$ cat src/common/mmbi_pkg.sv
// Constants and types shared by the minimum-mode bus interface
package mmbi_pkg;
  localparam int QUEUE_BYTES = 6; // Queue capacity in bytes
  localparam int FETCH_FREE = 2; // Free slots needed to fetch
  localparam int FIFO_DEPTH = 16; // Storage depth of the buffer
  localparam int FIFO_WIDTH = 8; // One instruction byte
  localparam logic [1:0] QS_NOP = 2'h0; // Nothing happened
  localparam logic [1:0] QS_FIRST = 2'h1; // First opcode byte
  localparam logic [1:0] QS_EMPTY = 2'h2; // Queue flushed
  localparam logic [1:0] QS_NEXT = 2'h3; // Subsequent byte
  localparam logic [15:0] RST_IP = 16'h0000; // Fetch pointer at reset
  localparam logic [2:0] SYNC_RST = 3'h0; // Synchroniser reset

  // Bus states, one-hot
  typedef enum logic [6:0]
  {
    MMBI_TI = 7'h01,
    MMBI_T1 = 7'h02,
    MMBI_T2 = 7'h04,
    MMBI_T3 = 7'h08,
    MMBI_TW = 7'h10,
    MMBI_T4 = 7'h20,
    MMBI_HOLD = 7'h40
  } mmbi_state_t;

  // Segment base times sixteen plus offset, 20 bits
  function automatic logic [19:0] mmbi_reloc(input logic [15:0] seg,
                                             input logic [15:0] off);
    mmbi_reloc = {seg, 4'h0} + {4'h0, off};
  endfunction
endpackage

$ cat src/common/mmbi_q_if.sv
// Push and pop channels between the bus logic and its byte buffer
`timescale 1ns/1ps
interface mmbi_q_if #(parameter int W = 8, parameter int D = 16);
  logic push_valid; // Byte offered
  logic push_ready; // Room for it
  logic [W-1:0] push_data;
  logic pop_valid; // Head byte present
  logic pop_ready; // Consumer takes it
  logic [W-1:0] pop_data;
  logic flush; // Discard everything
  logic [$clog2(D+1)-1:0] count; // Bytes stored
  modport fifo (input push_valid, push_data, pop_ready, flush,
                output push_ready, pop_valid, pop_data, count);
  modport user (output push_valid, push_data, pop_ready, flush,
                input push_ready, pop_valid, pop_data, count);
endinterface

$ cat src/core/mmbi_fifo.sv
// Byte buffer with valid and ready on both sides
`timescale 1ns/1ps
module mmbi_fifo
  import mmbi_pkg::*;
#(
  parameter int WIDTH = FIFO_WIDTH,
  parameter int DEPTH = FIFO_DEPTH
)
(
  input wire logic i_clock,
  input wire logic i_rst_n,
  mmbi_q_if.fifo q
);
  localparam int AW = $clog2(DEPTH);
  localparam int CW = $clog2(DEPTH+1);
  logic [WIDTH-1:0] mem [DEPTH]; // Storage array
  logic [AW-1:0] wp_r; // Write index
  logic [AW-1:0] rp_r; // Read index
  logic [CW-1:0] cnt_r; // Fill level
  logic do_push;
  logic do_pop;

  assign q.push_ready = (cnt_r != CW'(DEPTH));
  assign q.pop_valid = (cnt_r != '0);
  assign q.pop_data = mem[rp_r];
  assign q.count = cnt_r;
  assign do_push = q.push_valid && q.push_ready && !q.flush;
  assign do_pop = q.pop_valid && q.pop_ready && !q.flush;

  // Storage write; no reset needed for data
  always_ff @(posedge i_clock)
  begin
    if (do_push)
      mem[wp_r] <= q.push_data;
  end

  // Pointers and level; oldest byte leaves first
  always_ff @(posedge i_clock)
  begin
    if (!i_rst_n || q.flush)
    begin
      wp_r <= '0;
      rp_r <= '0;
      cnt_r <= '0;
    end
    else
    begin
      if (do_push)
        wp_r <= (wp_r == AW'(DEPTH-1)) ? '0 : wp_r + 1'b1;
      if (do_pop)
        rp_r <= (rp_r == AW'(DEPTH-1)) ? '0 : rp_r + 1'b1;
      cnt_r <= cnt_r + CW'(do_push) - CW'(do_pop);
    end
  end
endmodule

$ cat src/core/mmbi_sync.sv
// Three-flop pin synchroniser with agreement filter
`timescale 1ns/1ps
module mmbi_sync
  import mmbi_pkg::*;
(
  input wire logic i_clock,
  input wire logic i_rst_n,
  input wire logic i_pin,
  output logic o_level
);
  logic [2:0] sh_r; // sh_r[0] is read only by sh_r[1]

  // Shift chain
  always_ff @(posedge i_clock)
  begin
    if (!i_rst_n)
      sh_r <= SYNC_RST;
    else
      sh_r <= {sh_r[1:0], i_pin};
  end

  // Level changes only once stages two and three agree
  always_ff @(posedge i_clock)
  begin
    if (!i_rst_n)
      o_level <= 1'b0;
    else if (sh_r[1] == sh_r[2])
      o_level <= sh_r[2];
  end
endmodule

$ cat src/core/mmbi_bus_ctrl.sv
// Minimum-mode bus control, hold handshake and prefetch queue
`timescale 1ns/1ps
module mmbi_bus_ctrl
  import mmbi_pkg::*;
(
  input wire logic i_clock,
  input wire logic i_rst_n,
  input wire logic i_hold,
  input wire logic i_ready,
  input wire logic [15:0] i_ad,
  input wire logic i_eu_req,
  input wire logic i_eu_write,
  input wire logic i_eu_io,
  input wire logic i_eu_int_ack_strobe_n,
  input wire logic [15:0] i_eu_seg,
  input wire logic [15:0] i_eu_off,
  input wire logic [15:0] i_eu_wdata,
  input wire logic i_flush,
  input wire logic [15:0] i_code_seg,
  input wire logic [15:0] i_flush_ip,
  input wire logic i_q_pop,
  input wire logic i_q_first,
  output logic [19:0] o_ad,
  output logic o_ad_oe,
  output logic o_ale,
  output logic o_mio,
  output logic o_mio_oe,
  output logic o_wr_n,
  output logic o_wr_oe,
  output logic o_int_ack_strobe_n,
  output logic o_xcvr_direction,
  output logic o_xcvr_dir_oe,
  output logic o_xcvr_enable_n,
  output logic o_xcvr_en_oe,
  output logic o_bus_grant_out,
  output logic [1:0] o_queue_status,
  output logic o_eu_ack,
  output logic [15:0] o_eu_rdata,
  output logic o_q_valid,
  output logic [7:0] o_q_byte
);
  mmbi_state_t state_r; // Bus state
  mmbi_state_t state_nxt;
  logic hold_s; // Filtered hold request
  logic ready_s; // Filtered ready
  logic cur_fetch_r; // Cycle is a prefetch
  logic cur_write_r; // Cycle writes
  logic cur_io_r; // Cycle targets I/O
  logic cur_int_ack_strobe_n_r; // Cycle acknowledges interrupt
  logic cur_odd_r; // Fetch started on odd byte
  logic [19:0] cur_addr_r; // Physical address
  logic [15:0] cur_wdata_r; // Write data
  logic chain_r; // Next cycle already chosen
  logic drive_r; // Control lines driven
  logic eu_busy_r; // Operand cycle owned
  logic drop_r; // Flushed fetch in flight
  logic [15:0] ip_r; // Prefetch pointer
  logic [15:0] pend_r; // Fetched word awaiting push
  logic [1:0] pend_cnt_r; // Bytes left in pend_r
  logic eu_take; // Operand request usable
  logic fetch_ok; // Room for a word
  logic go; // Start a cycle at this decision
  logic at_dec; // Decision point
  logic cap; // Data captured this edge
  logic inflight; // Fetch not yet captured
  logic [4:0] q_total; // Bytes held or coming
  logic in_t2w; // Next state is T2, T3 or wait
  logic in_t3w4; // Next state is T3, wait or T4
  mmbi_q_if #(.W(FIFO_WIDTH), .D(FIFO_DEPTH)) qif ();

  // Requester keeps hold clock aligned; we still filter it
  mmbi_sync u_hold_sync
  (
    .i_clock(i_clock),
    .i_rst_n(i_rst_n),
    .i_pin(i_hold),
    .o_level(hold_s)
  );

  // Ready from the addressed device
  mmbi_sync u_ready_sync
  (
    .i_clock(i_clock),
    .i_rst_n(i_rst_n),
    .i_pin(i_ready),
    .o_level(ready_s)
  );

  // Byte buffer behind the output stage
  mmbi_fifo #(.WIDTH(FIFO_WIDTH), .DEPTH(FIFO_DEPTH)) u_fifo
  (
    .i_clock(i_clock),
    .i_rst_n(i_rst_n),
    .q(qif.fifo)
  );

  // Count bytes held or on their way, except a fetch chained out of T4; keeps six as a ceiling
  assign inflight = cur_fetch_r && !drop_r && !state_r[0] &&
                    !state_r[5] && !state_r[6];
  assign q_total = 5'(qif.count) + 5'(o_q_valid) + 5'(pend_cnt_r) +
                   (inflight ? 5'h2 : 5'h0);
  assign fetch_ok = !i_flush &&
    (q_total + 5'(FETCH_FREE) <= 5'(QUEUE_BYTES));
  assign eu_take = i_eu_req && !eu_busy_r && !o_eu_ack;
  assign go = (eu_take || fetch_ok) && !hold_s;
  assign at_dec = (state_r == MMBI_TI) ||
    ((state_r == MMBI_T3 || state_r == MMBI_TW) && ready_s);
  assign cap = (state_r == MMBI_T3 || state_r == MMBI_TW) && ready_s;

  // Buffer hookup; low byte of a word goes in first
  assign qif.push_valid = (pend_cnt_r != 2'h0);
  assign qif.push_data = (pend_cnt_r == 2'h2) ? pend_r[7:0] : pend_r[15:8];
  assign qif.pop_ready = !o_q_valid || i_q_pop;
  assign qif.flush = i_flush;

  // Next bus state
  always_comb
  begin
    state_nxt = state_r;
    unique case (state_r)
      MMBI_TI:
        if (hold_s)
          state_nxt = MMBI_HOLD;
        else if (go)
          state_nxt = MMBI_T1;
      MMBI_T1: state_nxt = MMBI_T2;
      MMBI_T2: state_nxt = MMBI_T3;
      MMBI_T3: state_nxt = ready_s ? MMBI_T4 : MMBI_TW;
      MMBI_TW: state_nxt = ready_s ? MMBI_T4 : MMBI_TW;
      MMBI_T4:
        // Grant only at the boundary, never inside a transfer
        if (chain_r)
          state_nxt = MMBI_T1;
        else if (hold_s)
          state_nxt = MMBI_HOLD;
        else
          state_nxt = MMBI_TI;
      MMBI_HOLD:
        if (!hold_s)
          state_nxt = MMBI_TI;
      default: state_nxt = MMBI_TI;
    endcase
  end

  assign in_t2w = state_nxt == MMBI_T2 || state_nxt == MMBI_T3 ||
                  state_nxt == MMBI_TW;
  assign in_t3w4 = state_nxt == MMBI_T3 || state_nxt == MMBI_TW ||
                   state_nxt == MMBI_T4;

  // State register
  always_ff @(posedge i_clock)
  begin
    if (!i_rst_n)
      state_r <= MMBI_TI;
    else
      state_r <= state_nxt;
  end

  // Choose the next cycle; operand work beats prefetch
  always_ff @(posedge i_clock)
  begin
    if (!i_rst_n)
    begin
      cur_fetch_r <= 1'b0;
      cur_write_r <= 1'b0;
      cur_io_r <= 1'b0;
      cur_int_ack_strobe_n_r <= 1'b0;
      cur_odd_r <= 1'b0;
      cur_addr_r <= '0;
      cur_wdata_r <= '0;
      chain_r <= 1'b0;
      ip_r <= RST_IP;
    end
    else
    begin
      if (state_r == MMBI_T4)
        chain_r <= 1'b0;
      if (at_dec && go)
      begin
        chain_r <= (state_r != MMBI_TI);
        cur_fetch_r <= !eu_take;
        cur_write_r <= eu_take && i_eu_write;
        cur_io_r <= eu_take && i_eu_io;
        cur_int_ack_strobe_n_r <= eu_take && i_eu_int_ack_strobe_n;
        cur_odd_r <= !eu_take && ip_r[0];
        cur_wdata_r <= i_eu_wdata;
        if (eu_take)
          cur_addr_r <= mmbi_reloc(i_eu_seg, i_eu_off);
        else
        begin
          cur_addr_r <= mmbi_reloc(i_code_seg, {ip_r[15:1], 1'b0});
          ip_r <= {ip_r[15:1] + 15'h1, 1'b0};
        end
      end
      if (i_flush)
        ip_r <= i_flush_ip;
    end
  end

  // Select and direction settle at the decision, before T1 or in T4
  always_ff @(posedge i_clock)
  begin
    if (!i_rst_n)
    begin
      o_mio <= 1'b1;
      o_xcvr_direction <= 1'b0;
    end
    else if (at_dec && go)
    begin
      o_mio <= !(eu_take && (i_eu_io || i_eu_int_ack_strobe_n));
      o_xcvr_direction <= eu_take && i_eu_write;
    end
  end

  // Control line drive; off in the same clock the grant rises
  always_ff @(posedge i_clock)
  begin
    if (!i_rst_n)
      drive_r <= 1'b1;
    else if (state_nxt == MMBI_HOLD)
      drive_r <= 1'b0;
    else if (at_dec && go)
      drive_r <= 1'b1;
  end
  assign o_mio_oe = drive_r;
  assign o_wr_oe = drive_r;
  assign o_xcvr_dir_oe = drive_r;
  assign o_xcvr_en_oe = drive_r;

  // Strobes and latch pulse, all from the next state
  always_ff @(posedge i_clock)
  begin
    if (!i_rst_n)
    begin
      o_ale <= 1'b0;
      o_wr_n <= 1'b1;
      o_int_ack_strobe_n <= 1'b1;
      o_xcvr_enable_n <= 1'b1;
      o_bus_grant_out <= 1'b0;
    end
    else
    begin
      o_ale <= (state_nxt == MMBI_T1);
      o_wr_n <= !(cur_write_r && in_t2w);
      o_int_ack_strobe_n <= !(cur_int_ack_strobe_n_r && in_t2w);
      // Reads open a clock late: nearest edge to mid T2
      if (cur_write_r)
        o_xcvr_enable_n <= !(in_t3w4 || state_nxt == MMBI_T2);
      else
        o_xcvr_enable_n <= !(in_t3w4 && !cur_fetch_r ||
                             in_t3w4 && cur_fetch_r);
      o_bus_grant_out <= (state_nxt == MMBI_HOLD);
    end
  end

  // Multiplexed bus: address in T1, write data T2 to T4
  always_ff @(posedge i_clock)
  begin
    if (!i_rst_n)
    begin
      o_ad <= '0;
      o_ad_oe <= 1'b0;
    end
    else
    begin
      if (state_nxt == MMBI_T1)
        o_ad <= (at_dec && go && !eu_take) ?
                mmbi_reloc(i_code_seg, {ip_r[15:1], 1'b0}) :
                (at_dec && go) ? mmbi_reloc(i_eu_seg, i_eu_off) : cur_addr_r;
      else if (state_nxt == MMBI_T2)
        o_ad <= {cur_addr_r[19:16], cur_wdata_r};
      o_ad_oe <= (state_nxt == MMBI_T1) ||
                 (cur_write_r && (in_t2w || state_nxt == MMBI_T4));
    end
  end

  // Operand handshake and read capture at entry to T4
  always_ff @(posedge i_clock)
  begin
    if (!i_rst_n)
    begin
      o_eu_ack <= 1'b0;
      o_eu_rdata <= '0;
      eu_busy_r <= 1'b0;
    end
    else
    begin
      o_eu_ack <= cap && !cur_fetch_r;
      if (cap && !cur_fetch_r)
        o_eu_rdata <= i_ad;
      if (at_dec && go && eu_take)
        eu_busy_r <= 1'b1;
      else if (o_eu_ack)
        eu_busy_r <= 1'b0;
    end
  end

  // Fetched word into the pending pair; a flush discards it
  always_ff @(posedge i_clock)
  begin
    if (!i_rst_n)
    begin
      pend_r <= '0;
      pend_cnt_r <= 2'h0;
      drop_r <= 1'b0;
    end
    else if (i_flush)
    begin
      pend_cnt_r <= 2'h0;
      // A fetch chained out of T4 is also on its way; one landing now
      // is already gone, so it must not poison the next fetch
      drop_r <= (inflight && !cap) ||
                (state_r == MMBI_T4 && chain_r && cur_fetch_r);
    end
    else
    begin
      if (cap && cur_fetch_r)
        drop_r <= 1'b0;
      if (cap && cur_fetch_r && !drop_r)
      begin
        pend_r <= i_ad;
        pend_cnt_r <= cur_odd_r ? 2'h1 : 2'h2;
      end
      else if (qif.push_valid && qif.push_ready)
        pend_cnt_r <= pend_cnt_r - 2'h1;
    end
  end

  // Output stage refills from the buffer as soon as it is empty
  always_ff @(posedge i_clock)
  begin
    if (!i_rst_n || i_flush)
    begin
      o_q_valid <= 1'b0;
      o_q_byte <= '0;
    end
    else if (qif.pop_ready)
    begin
      o_q_valid <= qif.pop_valid;
      if (qif.pop_valid)
        o_q_byte <= qif.pop_data;
    end
  end

  // Queue status one clock after the operation
  always_ff @(posedge i_clock)
  begin
    if (!i_rst_n)
      o_queue_status <= QS_NOP;
    else if (i_flush)
      o_queue_status <= QS_EMPTY;
    else if (i_q_pop && o_q_valid)
      o_queue_status <= i_q_first ? QS_FIRST : QS_NEXT;
    else
      o_queue_status <= QS_NOP;
  end
endmodule

$ cat config.mk
export PLATFORM = sky130hd
export DESIGN_NAME = mmbi_bus_ctrl
export DESIGN_NICKNAME = d
export VERILOG_FILES = /design/src/common/mmbi_pkg.sv /design/src/common/mmbi_q_if.sv /design/src/core/mmbi_fifo.sv /design/src/core/mmbi_sync.sv /design/src/core/mmbi_bus_ctrl.sv
export SDC_FILE = /design/constraint.sdc
export NUM_CORES = 1
export LEC_CHECK = 0
export BUFFER_PORTS_ARGS = -buffer_cell sky130_fd_sc_hd__buf_2
export CORE_ASPECT_RATIO = 0.5
export CORE_MARGIN = 2
export CORE_UTILIZATION = 31
export CTS_CLUSTER_DIAMETER = 30
export DETAILED_ROUTE_END_ITERATION = 10
export GPL_TIMING_DRIVEN = 1
export SLEW_MARGIN = 15
export SYNTH_ARGS = -nofsm -noshare
export SYNTH_HDL_FRONTEND = slang
export SYNTH_SLANG_ARGS = --single-unit
$ cat constraint.sdc
create_clock -name i_clock -period 5.4 [get_ports i_clock]
set_clock_uncertainty 0.1 [all_clocks]
set_input_delay 1.08 -clock i_clock [delete_from_list [all_inputs] [get_ports i_clock]]
set_output_delay 1.08 -clock i_clock [all_outputs]
set_load 0.05 [all_outputs]
==> results.md <==
* Vias in the first global route at 9054
* Fin crit period at 4.31 ns
* Synth top area cells: edfxtp_1 29%, dfxtp_1 24%, mux4_2 6.8%
* Share of cells above drive strength 1 at 0.237
* Worst Setup End Kind: flip-flop
* Global route total overflow at 0
* FF-to-FF path depth at 14
* Largest net degree at the start of global routing at 72
* Ys flop type: dfxtp_1
* Synth top area share at 0.291
* Io pins at 167
* FP Rows at 53
* Crit Path Max Fanout at 20
* List of most frequent post-synthesis cells: 161 x dfxtp_1, 155 x nand2_1, 128 x edfxtp_1
* Die width at 296 µm
* Least-Margin Pin Slew at 0.979 ns
* Port Buf Inserts at 166
* FMAX at 232 MHz
* TNS Setup at 0 ns
* Post-synthesis cell count at 1203
* GRT Util Overall at 0.152
* Initial DRC count at 769
* Worst r2r dst: o_ad[9]
* Final Slew Violations at 0
* Largest family of logic cells by synthesized area: simple AND/OR/NAND/NOR gates
* Worst vdd ir at 225 µV
* Syn_nets at 1358
* Power Dens Cells at 467 nW/µm²
* Pre-CTS WS at 1.12 ns
* Clk Latency, worst-skew pair at 0.54 ns
* Maxcap violations at 0
* Post-CTS sizing at 0
* Gate power share at 0.278
* Reg clk slew, reported paths at 0.06 ns
* Setup crit start: o_q_valid
* CTS root buf: clkbuf_16
* Clock sink count at 289
* Post-route ant nets at 0
* Core region area at 42000 µm²
* Tcrit/Tclk final at 0.798
* Maximum root-to-sink buffer count at 3
* Simple-gate area share of the yosys netlist at 0.136
* Clock power frac at 0.366
* Final core utilization at 0.381
* TritonCTS clock tree: yes
* Internal power at 4.88 mW
* WP depth at 14
* Xor/xnor share of the synthesized area at 0.0252
* R2R setup slack at 1.09 ns
* Setup-failing EPs final at 0
* Die Area at 44400 µm²
* Crit path capture: o_ad[9]
* Mapped cell area at 13200 µm²
* Worst r2r src: o_q_valid
* Avg WL per Cell at 17.2 µm
* Gp weighted congestion at 0.838
* Via density at 4.88
* Final hold viol count at 0
* Flop pwr share at 0.356
* Area growth syn-to-layout at 21.2%
* Drt pass-1 iters at 5
* Slowest cell on the critical path: o21ai_2
* Initial antenna violation count at 1
* Asr flop ratio synth at 0
* HPWL after DPL at 24.0 mm
* First-pass GRT wire length at 52.3 mm
* EDFF count, synth at 128
* Yosys reg bits at 289
* RSZ-0062 raised after global routing: no
* Cts bufs inserted at 42
* Post-Synth Adder-Cell Area at 0.0483
* CP cell instances: fa_1, inv_1, ha_1, or2_2, fa_1, a21o_1, o2111a_1, o31a_1, o21ai_2, buf_4, a22oi_1, o21ai_1, a22oi_1, a21oi_1
* WP buf/inv at 2
* Mux contribution to synthesized area at 0.0894
* Worst setup margin at 1.09 ns
* Worst min path class: flip-flop to flip-flop
* Cell with the most instances after synthesis: dfxtp_1
* Area leader, netlist: edfxtp_1
* Residual DRC at 0
* Die H at 150 µm
* Status: finished clean
* Crit-path leading delay family: compound AO/OA/AOI/OAI gates
* Static Leakage at 5.93 nW
* Synth cell types at 74
* Hold WS at 0.300 ns
* Worst Setup Start Kind: flip-flop
* Slew margin rel. at 0.345
* Nets at 1517
* Crit path DAT at 4.65 ns
* Filler cells at 4140
* Critical path type: flip-flop to flip-flop
* # hold bufs at CTS at 0
* Number of synthesis warnings at 0
* Max incr delay on CP at 0.75 ns
* Initial core utilization at 0.314
* H-tree depth at 2
* Critical path required time at 5.74 ns
* Switching share of power at 0.347
* Compound-Gate Fraction of Synth Area at 0.132
* NetSw at 2.59 mW
* WL final at 33.9 mm
* Via count at 9628
* Setup bufs post-CTS at 0
* Avg Inst Size Synth at 11.0 µm²
* Sequential area share after synthesis at 0.535
-- cell families after synthesis --
family / count (synthesis)
mux: 67
xor+xnor: 38
buf+inv: 104
flops: 289
fa+ha+maj: 48
simple gates: 384
compound gates: 273
-- power groups by stage --
stage | combinational [mW] | sequential (mW) | clock [mW]
after global placement | 2.06 | 2.71 | 0
after detailed placement | 2.07 | 2.71 | 0
after global routing | 2.27 | 2.69 | 2.89
final | 2.07 | 2.66 | 2.73
after floorplan | 1.26 | 2.95 | 0
after CTS | 2.09 | 2.66 | 2.79
-- placed cells by master, fill, tap and decap left out, types with 7 or more instances in the layout --
cell type	instances
a211oi_1	7
a21o_1	9
a21oi_1	116
a22oi_1	24
a31oi_1	11
a32oi_1	9
and2_1	23
and3_1	10
buf_2	166
buf_4	14
clkbuf_16	43
dfxtp_1	159
edfxtp_1	128
ha_1	43
inv_1	38
inv_6	8
mux2_2	8
mux2i_1	19
mux4_2	40
nand2_1	155
nand2b_1	9
nand3_1	16
nor2_1	104
nor2b_1	12
nor3_1	16
o21a_1	14
o21ai_0	31
xnor2_1	20
xor2_1	18
-- area by class of cell --
type	count	area (µm²)	share of cell area
antenna	1	2.50	0.000156
timing repair buffer	180	936	0.0584
tap	577	722	0.0451
inverter	39	148	0.00922
multi-input combinational	810	5710	0.357
clock buffer	48	1120	0.0702
clock inverter	29	299	0.0187
sequential	289	7070	0.441
-- registers in the layout (all words and copies together), names as in the netlist, 2 cells and up --
register and cells:
pend_cnt_r 2, u_fifo.mem 128, u_fifo.rp_r 4, u_fifo.wp_r 4
u_ready_sync.sh_r 3, cur_wdata_r 16, cur_addr_r 20, ip_r 16
o_queue_status 2, u_hold_sync.sh_r 3, pend_r 16, u_fifo.q.count 5
o_ad 20, o_q_byte 8, o_eu_rdata 16, state_r 7
-- metrics by stage --
step	total power, mW	cell area [µm²]	std cells
4_1_cts	7.54	16000	1972
3_5_place_dp	4.78	14600	1895
3_3_place_gp	4.77	14600	1895
2_1_floorplan	4.20	13200	1203
6_report	7.47	16000	1973
5_1_grt	7.85	16000	1973
-- how the worst min path moves through the flow --
stage	startpoint	to	slack, ns	cells after the start
2_1_floorplan	cur_int_ack_strobe_n_r	o_int_ack_strobe_n	0.26	1
3_3_place_gp	cur_int_ack_strobe_n_r	o_int_ack_strobe_n	0.28	1
3_5_place_dp	cur_int_ack_strobe_n_r	o_int_ack_strobe_n	0.28	1
4_1_cts	cur_int_ack_strobe_n_r	o_int_ack_strobe_n	0.29	1
5_1_grt	cur_int_ack_strobe_n_r	o_int_ack_strobe_n	0.31	1
6_report	cur_int_ack_strobe_n_r	o_int_ack_strobe_n	0.30	1
-- routing by layer --
layer  vias to the layer above  track usage  part of all wire  wire (µm)
li1                       4706            -                 -          -
met1                      4639        0.205              0.45      15300
met2                       235        0.246              0.47      16100
met3                        48       0.0293             0.052       1770
met4                         0       0.0475             0.020        678
met5                         -            0                 0          0
Note: power is estimated with default switching activity, not from simulation.
